`config.mk`:
```
export PLATFORM = sky130hd
export DESIGN_NAME = lbrg_arbiter
export DESIGN_NICKNAME = d
export VERILOG_FILES = /design/src/rtl/lbrg_pkg.sv /design/src/rtl/lbrg_arbiter.sv
export SDC_FILE = /design/constraint.sdc
export NUM_CORES = 1
export LEC_CHECK = 0
export BUFFER_PORTS_ARGS = -buffer_cell sky130_fd_sc_hd__buf_2
export CORE_AREA = 2 2 40 42
export CTS_CLUSTER_DIAMETER = 40
export DETAILED_ROUTE_END_ITERATION = 7
export DIE_AREA = 0 0 42 44
export GPL_TIMING_DRIVEN = 1
export MAX_ROUTING_LAYER = met4
export PLACE_DENSITY = 0.81
export SLEW_MARGIN = 20
export SYNTH_ARGS = -nofsm -noshare
export SYNTH_HDL_FRONTEND = slang
export SYNTH_SLANG_ARGS = --single-unit
```
`constraint.sdc`:
```
create_clock -name i_clk -period 3.1 [get_ports i_clk]
set_input_delay 0.155 -clock i_clk [delete_from_list [all_inputs] [get_ports i_clk]]
set_output_delay 0.155 -clock i_clk [all_outputs]
set_load 0.01 [all_outputs]
```
`src/rtl/lbrg_pkg.sv`:
```
// Package: request codes, states and carriers for the local bus request/grant block
package lbrg_pkg;
  // Request code {hi_n, lo_n}
  localparam logic [1:0] CODE_HIGH = 2'h0;
  localparam logic [1:0] CODE_TERM = 2'h1;
  localparam logic [1:0] CODE_LOW = 2'h2;
  localparam logic [1:0] CODE_NONE = 2'h3;
  localparam int REFRESH_HIGH_THRESHOLD = 12;
  localparam int REFRESH_CNT_W = 5;
  localparam logic [4:0] REFRESH_HIGH_LEVEL = 5'h0C;
  localparam int BUS_CYCLE_LEN = 4;
  localparam int CYC_CNT_W = 3;
  localparam logic [2:0] CYC_LAST = 3'h3;

  typedef enum logic [1:0] {
    LBRG_IDLE = 2'b00,
    LBRG_WAIT = 2'b01,
    LBRG_CYCLE = 2'b11,
    LBRG_TERM = 2'b10
  } lbrg_state_t;

  typedef struct packed {
    logic serial_xfer;
    logic host_access;
    logic cpu_access;
  } lbrg_need_t;

  typedef struct packed {
    lbrg_state_t state;
    logic [2:0] cyc_cnt;
    logic [1:0] code;
    logic [2:0] grant_sync;
    logic granted;
    logic busy;
  } lbrg_regs_t;
endpackage

```
`src/rtl/lbrg_arbiter.sv`:
```
// Device-side request/grant logic for the shared local-memory bus
`timescale 1ns/10ps
// Functional notes
// Bus cycles start only while the active-low grant input is low.
// Grant high forces the device to give up the bus.
// Arbiter grants by driving grant low, withdraws by driving it high.
// Request code LL is high priority, HL is low priority.
// Code LH signals termination while the current access completes.
// Serial transfers and host accesses request at high priority.
// Refresh requests high when twelve or more pending, else low.
// Own processor accesses request at low priority.
// Arbiter should grant high-priority requests as soon as possible.
// Code HH when no further bus cycles are needed.
// Grant is sampled on the clock; release only at cycle boundaries.
module lbrg_arbiter (
  input wire logic i_clk, // 125 MHz clock
  input wire logic i_rstn, // Async reset, active low
  input wire logic i_ce, // Clock enable
  input wire logic i_bus_grant_in_n, // Grant pin, active low
  input wire lbrg_pkg::lbrg_need_t i_need, // Access causes pending
  input wire logic [4:0] i_refresh_pending, // Pending refresh count
  output logic o_bus_request_code_hi_n, // Request code upper line
  output logic o_bus_request_code_lo_n, // Request code lower line
  output logic o_bus_owned, // Device owns bus
  output logic o_cycle_start, // Pulse: bus cycle begins
  output logic o_cycle_end // Pulse: last beat of bus cycle
);
  lbrg_pkg::lbrg_regs_t r_ff;
  lbrg_pkg::lbrg_regs_t nxt_r;
  logic grant_ok;
  logic any_need;
  logic high_pri;
  logic [1:0] req_code;

  // Filtered grant: second and third stages agree
  always_comb begin
    grant_ok = r_ff.granted;
    if (r_ff.grant_sync[1] == r_ff.grant_sync[2]) begin
      grant_ok = ~r_ff.grant_sync[2];
    end
  end

  always_comb begin
    high_pri = i_need.serial_xfer | i_need.host_access;
    if (i_refresh_pending >= lbrg_pkg::REFRESH_HIGH_LEVEL) begin
      high_pri = 1'b1;
    end
    any_need = high_pri | i_need.cpu_access | (i_refresh_pending != 5'h00);
    if (!any_need) begin
      req_code = lbrg_pkg::CODE_NONE;
    end else if (high_pri) begin
      req_code = lbrg_pkg::CODE_HIGH;
    end else begin
      req_code = lbrg_pkg::CODE_LOW;
    end
  end

  always_comb begin
    nxt_r = r_ff;
    nxt_r.grant_sync = {r_ff.grant_sync[1:0], i_bus_grant_in_n};
    nxt_r.granted = grant_ok;
    case (r_ff.state)
      lbrg_pkg::LBRG_IDLE: begin
        nxt_r.code = req_code;
        if (any_need) begin
          nxt_r.state = lbrg_pkg::LBRG_WAIT;
        end
      end
      lbrg_pkg::LBRG_WAIT: begin
        nxt_r.code = req_code;
        if (!any_need) begin
          nxt_r.state = lbrg_pkg::LBRG_IDLE;
        end else if (grant_ok) begin
          nxt_r.state = lbrg_pkg::LBRG_CYCLE;
          nxt_r.cyc_cnt = 3'h0;
          nxt_r.busy = 1'b1;
        end
      end
      lbrg_pkg::LBRG_CYCLE: begin
        nxt_r.cyc_cnt = r_ff.cyc_cnt + 3'h1;
        if (r_ff.cyc_cnt == lbrg_pkg::CYC_LAST - 3'h1) begin
          nxt_r.code = lbrg_pkg::CODE_TERM;
          nxt_r.state = lbrg_pkg::LBRG_TERM;
        end
      end
      lbrg_pkg::LBRG_TERM: begin
        // Boundary: hold bus only if still granted and needed
        nxt_r.cyc_cnt = 3'h0;
        nxt_r.code = req_code;
        if (grant_ok && any_need) begin
          nxt_r.state = lbrg_pkg::LBRG_CYCLE;
        end else begin
          nxt_r.busy = 1'b0;
          nxt_r.state = any_need ? lbrg_pkg::LBRG_WAIT : lbrg_pkg::LBRG_IDLE;
        end
      end
      default: begin
        nxt_r.state = lbrg_pkg::LBRG_IDLE;
        nxt_r.busy = 1'b0;
        nxt_r.code = lbrg_pkg::CODE_NONE;
      end
    endcase
  end

  always_ff @(posedge i_clk or negedge i_rstn) begin
    if (!i_rstn) begin
      r_ff.state <= lbrg_pkg::LBRG_IDLE;
      r_ff.cyc_cnt <= 3'h0;
      r_ff.code <= lbrg_pkg::CODE_NONE;
      r_ff.grant_sync <= 3'h7;
      r_ff.granted <= 1'b0;
      r_ff.busy <= 1'b0;
    end else if (i_ce) begin
      r_ff <= nxt_r;
    end
  end

  assign o_bus_request_code_hi_n = r_ff.code[1];
  assign o_bus_request_code_lo_n = r_ff.code[0];
  assign o_bus_owned = r_ff.busy;
  assign o_cycle_start = i_ce && r_ff.state == lbrg_pkg::LBRG_CYCLE &&
                         r_ff.cyc_cnt == 3'h0;
  assign o_cycle_end = i_ce && r_ff.state == lbrg_pkg::LBRG_TERM;

  // Filter may bridge a one-cycle glitch, so look one sample back too
  property p_start_needs_grant;
    @(posedge i_clk) disable iff (!i_rstn)
      (i_ce && r_ff.state == lbrg_pkg::LBRG_WAIT && nxt_r.state == lbrg_pkg::LBRG_CYCLE)
      |-> !r_ff.grant_sync[2] || !$past(r_ff.grant_sync[2]);
  endproperty
  a_start_needs_grant: assert property (p_start_needs_grant) else $error("start without grant");

  property p_release_at_end;
    @(posedge i_clk) disable iff (!i_rstn)
      (i_ce && r_ff.state == lbrg_pkg::LBRG_TERM && !grant_ok) |=> !o_bus_owned;
  endproperty
  a_release_at_end: assert property (p_release_at_end) else $error("bus kept without grant");

  property p_term_code;
    @(posedge i_clk) disable iff (!i_rstn)
      r_ff.state == lbrg_pkg::LBRG_TERM |->
        {o_bus_request_code_hi_n, o_bus_request_code_lo_n} == 2'b01;
  endproperty
  a_term_code: assert property (p_term_code) else $error("no termination code");

  property p_high_code;
    @(posedge i_clk) disable iff (!i_rstn)
      (i_ce && r_ff.state == lbrg_pkg::LBRG_WAIT && (i_need.host_access || i_need.serial_xfer))
      |=> {o_bus_request_code_hi_n, o_bus_request_code_lo_n} == 2'b00;
  endproperty
  a_high_code: assert property (p_high_code) else $error("host/serial not high");

  property p_refresh_code;
    @(posedge i_clk) disable iff (!i_rstn)
      (i_ce && r_ff.state == lbrg_pkg::LBRG_WAIT && !i_need.host_access &&
       !i_need.serial_xfer && i_refresh_pending != 5'h00)
      |=> o_bus_request_code_hi_n == ($past(i_refresh_pending) < lbrg_pkg::REFRESH_HIGH_LEVEL);
  endproperty
  a_refresh_code: assert property (p_refresh_code) else $error("refresh priority wrong");

  property p_cpu_low;
    @(posedge i_clk) disable iff (!i_rstn)
      (i_ce && r_ff.state == lbrg_pkg::LBRG_WAIT && i_need.cpu_access &&
       !i_need.host_access && !i_need.serial_xfer && i_refresh_pending == 5'h00)
      |=> {o_bus_request_code_hi_n, o_bus_request_code_lo_n} == 2'b10;
  endproperty
  a_cpu_low: assert property (p_cpu_low) else $error("cpu not low priority");

  property p_none_code;
    @(posedge i_clk) disable iff (!i_rstn)
      (i_ce && r_ff.state == lbrg_pkg::LBRG_IDLE && !any_need)
      |=> {o_bus_request_code_hi_n, o_bus_request_code_lo_n} == 2'b11;
  endproperty
  a_none_code: assert property (p_none_code) else $error("idle code not HH");

  property p_cycle_len;
    @(posedge i_clk) disable iff (!i_rstn)
      (o_cycle_start && i_ce) |=> (o_bus_owned && !o_cycle_end) [*1] ##1 o_bus_owned;
  endproperty
  a_cycle_len: assert property (p_cycle_len) else $error("cycle cut short");

  // Framing, ownership and enable checks
  property p_ce_freeze;
    @(posedge i_clk) disable iff (!i_rstn)
      !i_ce |=> $stable(r_ff);
  endproperty
  a_ce_freeze: assert property (p_ce_freeze) else $error("state moved while disabled");

  property p_start_owned;
    @(posedge i_clk) disable iff (!i_rstn)
      o_cycle_start |-> o_bus_owned;
  endproperty
  a_start_owned: assert property (p_start_owned) else $error("cycle start without bus");

  property p_term_beat;
    @(posedge i_clk) disable iff (!i_rstn)
      r_ff.state == lbrg_pkg::LBRG_TERM |-> r_ff.cyc_cnt == lbrg_pkg::CYC_LAST;
  endproperty
  a_term_beat: assert property (p_term_beat) else $error("termination off boundary");

  property p_owned_code;
    @(posedge i_clk) disable iff (!i_rstn)
      o_bus_owned |->
        {o_bus_request_code_hi_n, o_bus_request_code_lo_n} != lbrg_pkg::CODE_NONE;
  endproperty
  a_owned_code: assert property (p_owned_code) else $error("bus held with no request");

  property p_release_at_term;
    @(posedge i_clk) disable iff (!i_rstn)
      $fell(o_bus_owned) |-> $past(r_ff.state) == lbrg_pkg::LBRG_TERM;
  endproperty
  a_release_at_term: assert property (p_release_at_term) else $error("released mid-cycle");

  property p_wait_not_owned;
    @(posedge i_clk) disable iff (!i_rstn)
      r_ff.state == lbrg_pkg::LBRG_WAIT |-> !o_bus_owned;
  endproperty
  a_wait_not_owned: assert property (p_wait_not_owned) else $error("bus held while waiting");

  c_grant: cover property (@(posedge i_clk) disable iff (!i_rstn) o_cycle_start);
  c_release: cover property (@(posedge i_clk) disable iff (!i_rstn)
    $fell(o_bus_owned));
  c_back: cover property (@(posedge i_clk) disable iff (!i_rstn)
    o_cycle_end ##1 o_cycle_start);
  c_high_start: cover property (@(posedge i_clk) disable iff (!i_rstn)
    o_cycle_start && !o_bus_request_code_hi_n && !o_bus_request_code_lo_n);
  c_frozen: cover property (@(posedge i_clk) disable iff (!i_rstn)
    !i_ce && any_need);
endmodule

```
Word-level counts from Yosys, hierarchy flattened. Index checks and enable logic that the tools add are counted. Widths: inputs -> output; s select.

Memories: 0. ROM bits: 0. Bits in writable memories: 0. Output and inout port bits: 5. Bits of input ports: 12. Register bits: 12. Latch bits: 0. Word-level logic and storage cells: 56.

Equality and inequality tests: 11. Bitwise operators: 4. Shift operators: 0. Multiplexer cells: 19. Reductions and logical operators: 14. $mul: 0. Add/sub/neg operators: 1. Divide/modulo/power cells: 0. Magnitude comparators: 1.

Operator list (number): $mux 2 (7); $ne 2x2->1 const B (5); $pmux 3 s3 (1); $pmux 2 s4 (1); $reduce_and 4->1 (2); $mux 1 (6); $ge 5x4->1 const B (1); $mux 5 (1); $reduce_and 5->1 (1); $reduce_bool 5->1 (1); $eq 2x2->1 const B (2); $logic_and 1x1->1 (4); $pmux 2 s2 (1); $add 3x1->3 const B (1); $eq 3x2->1 const B (1); $logic_not 3->1 (1); $mux 3 (1); $ne 3x3->1 const B (1); $or 1x1->1 (3); $reduce_bool 3->1 (1); $reduce_or 3->1 (1); $eq 2x1->1 const B (1); $logic_not 2->1 (1); $pmux 1 s2 (1); 4 further kinds (4).

Longest topological paths before layout. Gate-level depths: netlist of the first run.

Depth after elaboration: 7. Gate-level depth with buffers: 6. Depth with buffers taken out: 6.

Least setup slack after synthesis of the first run. No wires, ideal clock.

Path type: reg-to-reg. From: register r_ff, in the netlist nxt_r[4]. To: register r_ff, in the netlist o_bus_owned. Slack: 1.593 ns. Data required time: 2.974 ns. Arrival: 1.380 ns. Library setup time: 0.126 ns. Clock period less this slack: 1.507 ns. Cell stages (with the launch flop): 5. Buffers on the path: 0. Cell sequence: dfstp_2 clkinv_1 maj3_1 and2_4 o32a_1.

Word-level cells in the longest chain between the ends: 5. Elaborated cells between the ends (all ways): 6. Classes of those cells: 3 x eq/ne; 1 x mux; 2 x reduce/logical.

Ends and longest elaborated chain: from (decl) (line lbrg_arbiter.sv:28) `lbrg_pkg::lbrg_regs_t r_ff;`; from (signal assigned) (line lbrg_arbiter.sv:114) `r_ff <= nxt_r;`; $eq 1x1->1 * (line lbrg_arbiter.sv:38) `if (r_ff.grant_sync[1] == r_ff.grant_sync[2]) begin`; $mux 1 * (line lbrg_arbiter.sv:38); $logic_and 1x1->1 (line lbrg_arbiter.sv:90) `if (grant_ok && any_need) begin`; $ne 2x2->1 (no line); $reduce_and 5->1 (no line) *.

Mark *: on every way between the ends. The rest lies on a longest branch, timed or not. A chain may end at the register's enable or synchronous reset.

Final worst setup path of the first run. Same ends and word-level chain as after synthesis.

==> load_flow_metrics.sql, run 1 <==
INSERT INTO impl_metrics (metric_group, metric, value, unit) VALUES
('final_layout', 'final_common_cell', 'buf_2', ''),
('timing', 'fin_setup_tns', '0', 'ns'),
('synthesis', 'syn_inst', '69', ''),
('cts', 'cts.sinks', '12', ''),
('outcome', 'run_status', 'finished, final reports clean', ''),
('synthesis', 'largest_family_of_logic_cells_by_synthesized_area', 'compound AO/OA/AOI/OAI gates', ''),
('floorplanning', 'core_area', '1420', 'µm²'),
('worst_setup_path', 'critical_path_launch_point_type', 'flip-flop', ''),
('cts', 'clk-insertion-delay-late', '0.28', 'ns'),
('timing', 'finalWorstPathRequiredPeriod', '1.57', 'ns'),
('detailed_routing', 'vias', '563', ''),
('worst_setup_path', 'timing_worst_setup_path_type', 'flip-flop to flip-flop', ''),
('synthesis', 'synth_xor_xnor_area_share', '0', ''),
('timing', 'final-max-slew-violation-count', '0', ''),
('final_layout', 'finalNetCount', '103', ''),
('floorplanning', 'start_util', '0.481', ''),
('final_layout', 'drive_above_1_share', '0.345', ''),
('power', 'power_density', '742', 'nW/µm²'),
('job', 'max_cap_violations', '0', ''),
('hold_path', 'launch_point_of_the_worst_hold_path', 'i_bus_grant_in_n', ''),
('detailed_routing', 'detail_route.first_pass.iterations', '4', ''),
('final_layout', 'most-common-layout-cells', 'buf_2 (16), nand2_1 (7), dfrtp_1 (7), dfstp_2 (5)', ''),
('global_routing', 'grt_max_degree', '17', ''),
('power', 'power_leakage', '0.366', 'nW'),
('timing', 'worst-slew-pin-transition', '0.287', 'ns'),
('floorplanning', 'die_span_y', '44', 'µm'),
('timing', 'skew', '0.00774', 'ns'),
('final_layout', 'layout-area-overhead-vs-synth', '19.8', '%'),
('synthesis', 'synth.avg_cell_area', '9.90', 'µm²'),
('detailed_routing', 'drt_first_iter_violations', '13', ''),
('worst_setup_path', 'critical_path.startpoint', 'nxt_r[4]', ''),
('detailed_routing', 'routed_wire_length_per_instance', '12.8', 'µm'),
('global_routing', 'grt_first_pass_wirelength', '2250', 'µm'),
('cts', 'tritoncts', 'yes', ''),
('place', 'hpwlAfterDp', '982', 'µm'),
('floorplanning', 'placementRows', '14', ''),
('synthesis', 'synth.net_count', '84', ''),
('cts', 'cts.reportedPaths.clkPinSlew', '0.08', 'ns'),
('timing', 'finalHoldViolations', '0', ''),
('global_routing', 'number_of_global_route_vias_before_repair', '549', ''),
('worst_setup_path', 'worstRegToRegCells', '4', ''),
('synthesis', 'synth_compound_gate_area_share', '0.227', ''),
('cts', 'cts_h_tree_depth', '1', ''),
('place', 'place.gp.congestion', '0.818', ''),
('final_layout', 'antenna_cells_inserted', '0', ''),
('detailed_routing', 'ant_nets', '0', ''),
('worst_setup_path', 'slowest_delay', '0.53', 'ns'),
('timing', 'setup_viol_count_final', '0', ''),
('place', 'numPortBuffers', '16', ''),
('floorplanning', 'fp.dieW', '42', 'µm'),
('worst_setup_path', 'critical_path_required', '3.27', 'ns'),
('place', 'place_inst', '98', ''),
('timing', 'fmax', '639', 'MHz'),
('synthesis', 'synth_adder_area_share', '0.0696', ''),
('cts', 'numCtsBuffers', '3', ''),
('detailed_routing', 'detail_route.vias_per_cell', '5.47', ''),
('worst_setup_path', 'crit_fanout', '4', ''),
('timing', 'grt_setup_unrepaired', 'false', ''),
('global_routing', 'grt.overflow.total', '0', ''),
('cts', 'clock_tree.root_cell', 'clkbuf_4', ''),
('worst_setup_path', 'cpMaxStageDelayCell', 'dfstp_2', ''),
('floorplanning', 'die_area', '1850', 'µm²'),
('hold_path', 'min-delay-path-class', 'input pin to flip-flop', ''),
('final_layout', 'layout.cells.non_filler', '103', ''),
('timing', 'final.period_utilization', '0.505', ''),
('synthesis', 'yosys.area_share.simple', '0.194', ''),
('detailed_routing', 'drt_total_wl', '1320', 'µm'),
('power', 'power.ir.vdd_worst', '456', 'µV'),
('cts', 'post_cts.resized_instances', '0', ''),
('worst_setup_path', 'critPathCaptureType', 'flip-flop', ''),
('synthesis', 'synth_area', '683', 'µm²');
per-layer routing:
metal	track usage	part of all wire	wire, µm
met5	-	0	0
met4	0.155	0.038	50
met3	0.0125	0.031	41
met2	0.278	0.49	641
met1	0.190	0.44	584
layout make-up:
class	instances	area [µm²]	area share
multi-input combinational	49	347	0.424
sequential	12	307	0.375
timing repair buffer	17	90.1	0.110
clock buffer	4	36.3	0.0443
tap	16	20.0	0.0245
inverter	5	18.8	0.0229
cell families (layout without fill, tap and decap cells):
group	Yosys count	count (layout)
AND/OR/NAND/NOR	24	24
multiplexers	1	1
AO/OA/AOI/OAI	20	20
adder cells (fa/ha/maj)	4	4
flip-flops	12	12
buffers and inverters	8	26
synth_stat cells:
cell,count,area share
dfrtp_1,7,0.26
dfstp_2,5,0.19
nand3_2,1,0.015
o31ai_1,1,0.011
a32oi_1,1,0.013
o32a_1,1,0.015
o211ai_1,1,0.011
and2_1,1,0.0092
a32o_1,1,0.015
nor2_1,4,0.022
a32o_2,1,0.016
clkbuf_1,3,0.016
maj3_1,1,0.015
nor4_1,1,0.0092
a31oi_1,2,0.018
a21oi_1,3,0.022
inv_1,4,0.022
and2_4,1,0.013
ha_1,3,0.055
nand2b_1,3,0.027
nor2b_1,1,0.0092
nor3b_1,1,0.011
a22oi_1,1,0.011
a21o_1,1,0.011
o21ai_0,4,0.029
a2111oi_4,1,0.040
nand2_1,7,0.038
mux2_2,1,0.016
and4b_1,1,0.015
nand3b_1,1,0.011
clkinv_1,1,0.0055
o21ai_1,2,0.015
nand3_1,2,0.015
critical path: cells and delay by family, from the launching register on:
family	cells	cell delay, ns
AOI/OAI and AO/OA	1	0.27
buffers and inverters	1	0.09
adders and majority gates	1	0.40
and+or+nand+nor	1	0.17
DFF	1	0.53
final timing paths:
check	slack, ns	endpoint
setup / recovery	1.53	o_bus_owned
hold / removal	0.10	nxt_r[3]
setup reg to reg	1.53	o_bus_owned
hold reg to reg	0.47	o_bus_request_code_lo_n
max in group asynchronous	2.55	o_bus_request_code_hi_n
min in group asynchronous	0.27	r_ff[7]
registers in the layout, indices dropped and copies added, names as in the netlist:
signal / flops
o_bus_owned: 1
nxt_r: 2
o_bus_request_code_hi_n: 1
r_ff: 7
o_bus_request_code_lo_n: 1
where the power goes:
group | internal [W] | switching, W
logic | 0.000103 | 0.000113
clock network | 0.0000715 | 0.0000545
registers | 0.000213 | 0.0000521
metrics by stage:
step | hold slack [ns] | setup slack, ns | utilization | instance area [µm²] | total power [W]
6_report | 0.102 | 1.53 | 0.577 | 818 | 0.000607
5_1_grt | 0.116 | 1.47 | 0.577 | 818 | 0.000657
4_1_cts | 0.0990 | 1.53 | 0.577 | 818 | 0.000612
3_5_place_dp | 0.0444 | 1.54 | 0.544 | 772 | 0.000484
3_3_place_gp | 0.0424 | 1.57 | 0.544 | 772 | 0.000478
2_1_floorplan | -0.141 | 1.59 | - | 683 | 0.000416
repair_timing:
item / in CTS / in global routing
buffers inserted: 0 / 0
endpoints found under the hold margin: 12 / 0
endpoints found under the setup margin: 0 / 0
hold buffers: 1 / 0
(Power assumes the default switching activity.)
==> run 2, diff against run 1 <==
==> constraint.sdc (replaced) <==
create_clock -name i_clk -period 1.54 [get_ports i_clk]
set_input_delay 0.077 -clock i_clk [delete_from_list [all_inputs] [get_ports i_clk]]
set_output_delay 0.077 -clock i_clk [all_outputs]
set_load 0.01 [all_outputs]
==> run 2 against run 1 <==
  * First-iteration DRC count down 69%
  * Die area unchanged
  * Sequential share of layout area down 0.40 points
  * Sequential cell count unchanged
  * Clock power up 98%
  * Count of clock-buffer cells in the layout unchanged
  * Power up 100%
  * Maximum frequency up 6.4%
  * Non-clock buffer count up 1
  * Worst setup slack worse by 1.5 ns
  * Largest power group unchanged
  * Highest routed layer unchanged
==> load_flow_metrics.sql, run 2 (synthesis results as in run 1) <==
INSERT INTO impl_metrics (metric_group, metric, value, unit) VALUES
('outcome', 'run_status', 'finished, final reports clean', ''),
('job', 'max_cap_violations', '0', ''),
('worst_setup_path', 'cpLargestDelayFamily', 'flip-flops', ''),
('floorplanning', 'core_area', '1420', 'µm²'),
('power', 'finalPower', '0.00124', 'W'),
('global_routing', 'grt_max_degree', '17', ''),
('place', 'hpwlAfterDp', '1040', 'µm'),
('floorplanning', 'die_area', '1850', 'µm²'),
('worst_setup_path', 'worst-endpoint-arrival', '1.63', 'ns'),
('detailed_routing', 'drt_total_wl', '1370', 'µm'),
('power', 'power_density', '1500', 'nW/µm²'),
('detailed_routing', 'detail_route.vias_per_cell', '5.49', ''),
('cts', 'numCtsBuffers', '3', ''),
('detailed_routing', 'routed_wire_length_per_instance', '13.1', 'µm'),
('worst_setup_path', 'cpMaxStageDelayCell', 'dfstp_2', ''),
('place', 'numPortBuffers', '16', ''),
('worst_setup_path', 'critical_path_required', '1.70', 'ns'),
('worst_setup_path', 'crit_fanout', '4', ''),
('global_routing', 'grt_first_pass_wirelength', '2410', 'µm'),
('cts', 'post_cts.repair.setup_buffers', '0', ''),
('floorplanning', 'placementRows', '14', ''),
('timing', 'fmax', '679', 'MHz'),
('worst_setup_path', 'critPathCaptureType', 'flip-flop', ''),
('timing', 'setup_viol_count_final', '0', ''),
('cts', 'cts.reportedPaths.clkPinSlew', '0.08', 'ns'),
('final_layout', 'top_register_by_number_of_flip_flops', 'r_ff', ''),
('timing', 'slew_headroom', '0.804', ''),
('power', 'power.ir.vdd_worst', '843', 'µV'),
('worst_setup_path', 'slowest_delay', '0.53', 'ns'),
('global_routing', 'antenna_found_initial', '0', ''),
('detailed_routing', 'vias', '571', ''),
('floorplanning', 'fp.dieW', '42', 'µm'),
('cts', 'cts_h_tree_depth', '1', ''),
('timing', 'final.period_utilization', '0.956', ''),
('hold_path', 'min-delay-path-class', 'input pin to flip-flop', ''),
('detailed_routing', 'detail_route.first_pass.iterations', '5', ''),
('worst_setup_path', 'timing_worst_setup_path_type', 'flip-flop to flip-flop', ''),
('place', 'place.gp.congestion', '0.763', ''),
('detailed_routing', 'drt_first_iter_violations', '4', ''),
('worst_setup_path', 'worstPathCellList', 'clkinv_1, maj3_2, and2_4, o32a_1', ''),
('final_layout', 'antenna_cells_inserted', '0', ''),
('final_layout', 'finalNetCount', '104', ''),
('final_layout', 'final_common_cell', 'buf_2', ''),
('timing', 'fin_setup_tns', '0', 'ns'),
('worst_setup_path', 'critical_path_launch_point_type', 'flip-flop', ''),
('timing', 'grt_setup_unrepaired', 'false', ''),
('floorplanning', 'die_span_y', '44', 'µm'),
('detailed_routing', 'ant_nets', '0', ''),
('final_layout', 'largest_register_ffs', '7', ''),
('place', 'preCtsSetupSlack', '0.00164', 'ns'),
('timing', 'worst-slew-pin-transition', '0.291', 'ns'),
('final_layout', 'most-common-layout-cells', 'buf_2 (16), nand2_1 (7), dfrtp_1 (7), dfstp_2 (5)', ''),
('timing', 'finalHoldViolations', '0', ''),
('power', 'power_leakage', '0.372', 'nW'),
('timing', 'final-max-slew-violation-count', '0', ''),
('floorplanning', 'pin_count', '17', ''),
('timing', 'skew', '0.00439', 'ns'),
('timing', 'worst_slack', '0.0681', 'ns'),
('detailed_routing', 'remaining_drc_errors', '0', ''),
('global_routing', 'grt_use_total', '0.187', ''),
('floorplanning', 'start_util', '0.481', ''),
('global_routing', 'grt.overflow.total', '0', ''),
('cts', 'clk-insertion-delay-late', '0.27', 'ns'),
('final_layout', 'layout-area-overhead-vs-synth', '21.1', '%'),
('cts', 'clock_tree.root_cell', 'clkbuf_4', ''),
('worst_setup_path', 'timing.critical_path.buf_inv', '1', ''),
('cts', 'tritoncts', 'yes', ''),
('global_routing', 'number_of_global_route_vias_before_repair', '561', ''),
('timing', 'finalWorstPathRequiredPeriod', '1.47', 'ns'),
('final_layout', 'drive_above_1_share', '0.364', ''),
('cts', 'cts.sinks', '12', ''),
('final_layout', 'num-fill-cells', '115', ''),
('cts', 'cts_buffer_depth', '2', '');
[run 2: changes by cell type in the layout (fill, tap and decap cells not counted), sizes merged]
cell / change
buf: +1
[run 2: what timing repair did]
action | CTS | global route
hold buffers | 1 | 0
resized for setup | 1 | 0
hold endpoints to repair | 12 | 0
setup endpoints to repair | 1 | 0
[run 2: metrics by stage]
stage / cells / hold WS, ns / utilization / instance area [µm²]
floorplan: 69 / -0.219 / - / 683
global placement: 99 / -0.0349 / 0.549 / 779
detailed placement: 99 / -0.0328 / 0.549 / 779
CTS: 104 / 0.0255 / 0.583 / 827
global route: 104 / 0.0294 / 0.583 / 827
finish: 104 / 0.0343 / 0.583 / 827
[run 2: worst paths after layout]
check	startpoint	to	slack (ns)	cells after the start
min in group asynchronous	i_rstn	r_ff[7]	0.20	2
worst max-delay path	nxt_r[4]	o_bus_owned	0.07	4
max in group asynchronous	i_rstn	o_bus_request_code_hi_n	1.06	2
worst min register to register	o_bus_request_code_lo_n	o_bus_request_code_lo_n	0.47	2
worst max register to register	nxt_r[4]	o_bus_owned	0.07	4
worst min-delay path	i_bus_grant_in_n	nxt_r[3]	0.03	2
[run 2: cell type report]
| cell class | instances | area [µm²] | share of cell area |
|---|---|---|---|
| repair buffers | 18 | 97.6 | 0.118 |
| clock buffers | 4 | 36.3 | 0.0439 |
| flip-flops and latches | 12 | 307 | 0.371 |
| inverters | 5 | 18.8 | 0.0227 |
| multi-input cells | 49 | 348 | 0.421 |
| well taps | 16 | 20.0 | 0.0242 |
[run 2: layer usage]
layer,vias up,GRT usage,part of all wire
met4,0,0.129,0.0088
met2,4,0.300,0.53
met1,274,0.212,0.45
met5,-,-,0
li1,291,-,-
met3,2,0.0333,0.0095
[run 2: worst reg2reg max path: cells and delay by family (launching register included)]
kind            cells  cell delay (ns)
buf+inv             1             0.08
flops               1             0.53
simple gates        1             0.16
fa+ha+maj           1             0.33
compound gates      1             0.27
[run 2: power by group]
| part | leakage, nW | switching, W | internal [W] |
|---|---|---|---|
| registers | 0.135 | 0.000104 | 0.000429 |
| clock network | 0.0210 | 0.000105 | 0.000144 |
| logic | 0.216 | 0.000242 | 0.000214 |
| total | 0.372 | 0.000451 | 0.000787 |
==> run 3, diff against run 2 <==
==> constraint.sdc (replaced) <==
create_clock -name i_clk -period 1.4 [get_ports i_clk]
set_input_delay 0.07 -clock i_clk [delete_from_list [all_inputs] [get_ports i_clk]]
set_output_delay 0.07 -clock i_clk [all_outputs]
set_load 0.01 [all_outputs]
==> run 3 against run 2 <==
  * The run now ends with negative setup slack left
  * Sequential power up 10%
  * Non-clock buffer count increased by 3
  * Power grew 6.6%
  * First-iteration DRC count grew to 3.5 times the previous value
  * Wire length grew 5.1%
  * Largest cell class unchanged
  * Sequential cell count stayed put
  * Utilization rose by 1.1 points
  * Worst hold slack worse by 0.0017 ns
  * Clock skew rose by 0.0027 ns
  * Die area unchanged
  * Via count up 6.3%
  * Highest routed layer unchanged
  * Worst setup slack worse by 0.13 ns
==> load_flow_metrics.sql, run 3 (synthesis results as in run 1) <==
INSERT INTO impl_metrics (metric_group, metric, value, unit) VALUES
('detailed_routing', 'detail_route.first_pass.iterations', '4', ''),
('timing', 'final.period_utilization', '1.04', ''),
('cts', 'cts_h_tree_depth', '1', ''),
('cts', 'cts.reportedPaths.clkPinSlew', '0.08', 'ns'),
('worst_setup_path', 'crit_fanout', '3', ''),
('hold_path', 'min-delay-path-class', 'input pin to flip-flop', ''),
('detailed_routing', 'vias', '607', ''),
('place', 'place.gp.congestion', '0.865', ''),
('place', 'place_inst', '101', ''),
('cts', 'clock_tree.root_cell', 'clkbuf_4', ''),
('detailed_routing', 'ant_nets', '0', ''),
('global_routing', 'grt_first_pass_wirelength', '2620', 'µm'),
('job', 'max_cap_violations', '0', ''),
('detailed_routing', 'remaining_drc_errors', '0', ''),
('power', 'power_leakage', '0.380', 'nW'),
('worst_setup_path', 'critical_path_launch_point_type', 'flip-flop', ''),
('worst_setup_path', 'critPathCaptureType', 'flip-flop', ''),
('final_layout', 'top_register_by_number_of_flip_flops', 'r_ff', ''),
('global_routing', 'grt.overflow.total', '0', ''),
('global_routing', 'antenna_found_initial', '0', ''),
('timing', 'fmax', '686', 'MHz'),
('floorplanning', 'die_span_y', '44', 'µm'),
('timing', 'hold_ws', '0.0326', 'ns'),
('hold_path', 'launch_point_of_the_worst_hold_path', 'i_bus_grant_in_n', ''),
('final_layout', 'final_common_cell', 'buf_2', ''),
('detailed_routing', 'drt_first_iter_violations', '14', ''),
('cts', 'tritoncts', 'yes', ''),
('final_layout', 'layout.cells.non_filler', '107', ''),
('place', 'numPortBuffers', '16', ''),
('floorplanning', 'core_area', '1420', 'µm²'),
('detailed_routing', 'drt_total_wl', '1440', 'µm'),
('worst_setup_path', 'crit-reg2reg-capture', 'o_bus_owned', ''),
('final_layout', 'largest_register_ffs', '7', ''),
('floorplanning', 'pin_count', '17', ''),
('cts', 'clk-insertion-delay-late', '0.27', 'ns'),
('floorplanning', 'placementRows', '14', ''),
('timing', 'finalHoldViolations', '0', ''),
('final_layout', 'num-fill-cells', '120', ''),
('final_layout', 'finalNetCount', '107', ''),
('timing', 'grt_setup_unrepaired', 'true', ''),
('detailed_routing', 'detail_route.vias_per_cell', '5.67', ''),
('power', 'power.ir.vdd_worst', '679', 'µV'),
('timing', 'setup_viol_count_final', '1', ''),
('timing', 'slew_headroom', '0.788', ''),
('cts', 'cts_buffer_depth', '2', ''),
('place', 'hpwlAfterDp', '1070', 'µm'),
('global_routing', 'grt_max_degree', '17', ''),
('cts', 'numCtsBuffers', '3', ''),
('hold_path', 'min_delay_worst_endpoint', 'nxt_r[3]', ''),
('detailed_routing', 'routed_wire_length_per_instance', '13.4', 'µm'),
('timing', 'fin_setup_tns', '-0.0586', 'ns'),
('hold_path', 'min_path_cells', '2', ''),
('timing', 'skew', '0.00707', 'ns'),
('worst_setup_path', 'worstRegToRegCells', '4', ''),
('floorplanning', 'start_util', '0.481', ''),
('floorplanning', 'die_area', '1850', 'µm²'),
('floorplanning', 'fp.dieW', '42', 'µm'),
('outcome', 'failed_checks', 'negative setup slack', ''),
('timing', 'final-max-slew-violation-count', '0', ''),
('final_layout', 'most-common-layout-cells', 'buf_2 (16), nand2_1 (7), dfrtp_1 (6), dfstp_2 (5)', ''),
('power', 'power_density', '1570', 'nW/µm²'),
('worst_setup_path', 'timing_worst_setup_path_type', 'flip-flop to flip-flop', ''),
('outcome', 'run_status', 'finished, violations left', ''),
('global_routing', 'grt_use_total', '0.200', ''),
('cts', 'cts.sinks', '12', ''),
('worst_setup_path', 'timing.rr.start', 'nxt_r[4]', ''),
('worst_setup_path', 'r2r_setup_slack', '-0.06', 'ns'),
('timing', 'worst_slack', '-0.0586', 'ns'),
('final_layout', 'drive_above_1_share', '0.396', ''),
('worst_setup_path', 'worst-endpoint-arrival', '1.62', 'ns'),
('power', 'finalPower', '0.00132', 'W'),
('timing', 'finalWorstPathRequiredPeriod', '1.46', 'ns'),
('timing', 'worst-slew-pin-transition', '0.316', 'ns'),
('global_routing', 'number_of_global_route_vias_before_repair', '611', ''),
('worst_setup_path', 'critical_path_required', '1.56', 'ns'),
('final_layout', 'antenna_cells_inserted', '0', ''),
('final_layout', 'layout-area-overhead-vs-synth', '23.3', '%'),
('final_layout', 'finalCoreUtilization', '0.593', '');
run 3: routing by layer:
| metal | share of wire | up-vias | global-route usage |
|---|---|---|---|
| li1 | - | 297 | - |
| met1 | 0.40 | 298 | 0.228 |
| met2 | 0.56 | 7 | 0.331 |
| met3 | 0.017 | 5 | 0.0375 |
| met4 | 0.025 | 0 | 0.116 |
| met5 | 0 | - | - |
run 3: final cells by class:
cell class	instances	area, µm²	share of cell area
clock buffer	4	26.3	0.0312
inverter	5	20.0	0.0238
multi-input combinational	49	348	0.413
sequential	12	308	0.366
tap	16	20.0	0.0238
timing repair buffer	21	120	0.143
run 3: what timing repair did:
action                                  in CTS  in global routing
endpoints found under the setup margin       1                  6
pin swaps                                    0                  1
hold buffers                                 1                  0
buffers inserted                             0                  1
gates cloned                                 0                  0
gates resized for setup                      0                  1
endpoints found under the hold margin       12                  0
run 3: per-stage QoR:
step | area, µm² | setup WS (ns)
after detailed placement | 797 | -0.0447
final | 842 | -0.0586
after global routing | 842 | -0.115
after global placement | 797 | -0.0143
after CTS | 833 | -0.0521
after floorplan | 686 | -0.00830
run 3: power breakdown:
part	leakage (nW)	internal, W	switching, W	total [W]
Sequential	0.134	0.000476	0.000112	0.000588
Clock	0.0150	0.000110	0.000112	0.000223
Combinational	0.231	0.000245	0.000265	0.000509
run 3: how the worst max path moves through the flow:
stage          startpoint           to  slack [ns]
2_1_floorplan    nxt_r[4]  o_bus_owned      -0.008
3_3_place_gp     nxt_r[4]  o_bus_owned       -0.01
3_5_place_dp     nxt_r[4]  o_bus_owned       -0.04
4_1_cts          nxt_r[4]  o_bus_owned       -0.05
5_1_grt          nxt_r[4]  o_bus_owned       -0.11
6_report         nxt_r[4]  o_bus_owned       -0.06
run 3: critical path, stage by stage (launching register included):
cell and delay [ns]:
dfstp_2 0.54, clkinv_2 0.06, maj3_2 0.32, and2_4 0.15, o32a_1 0.28
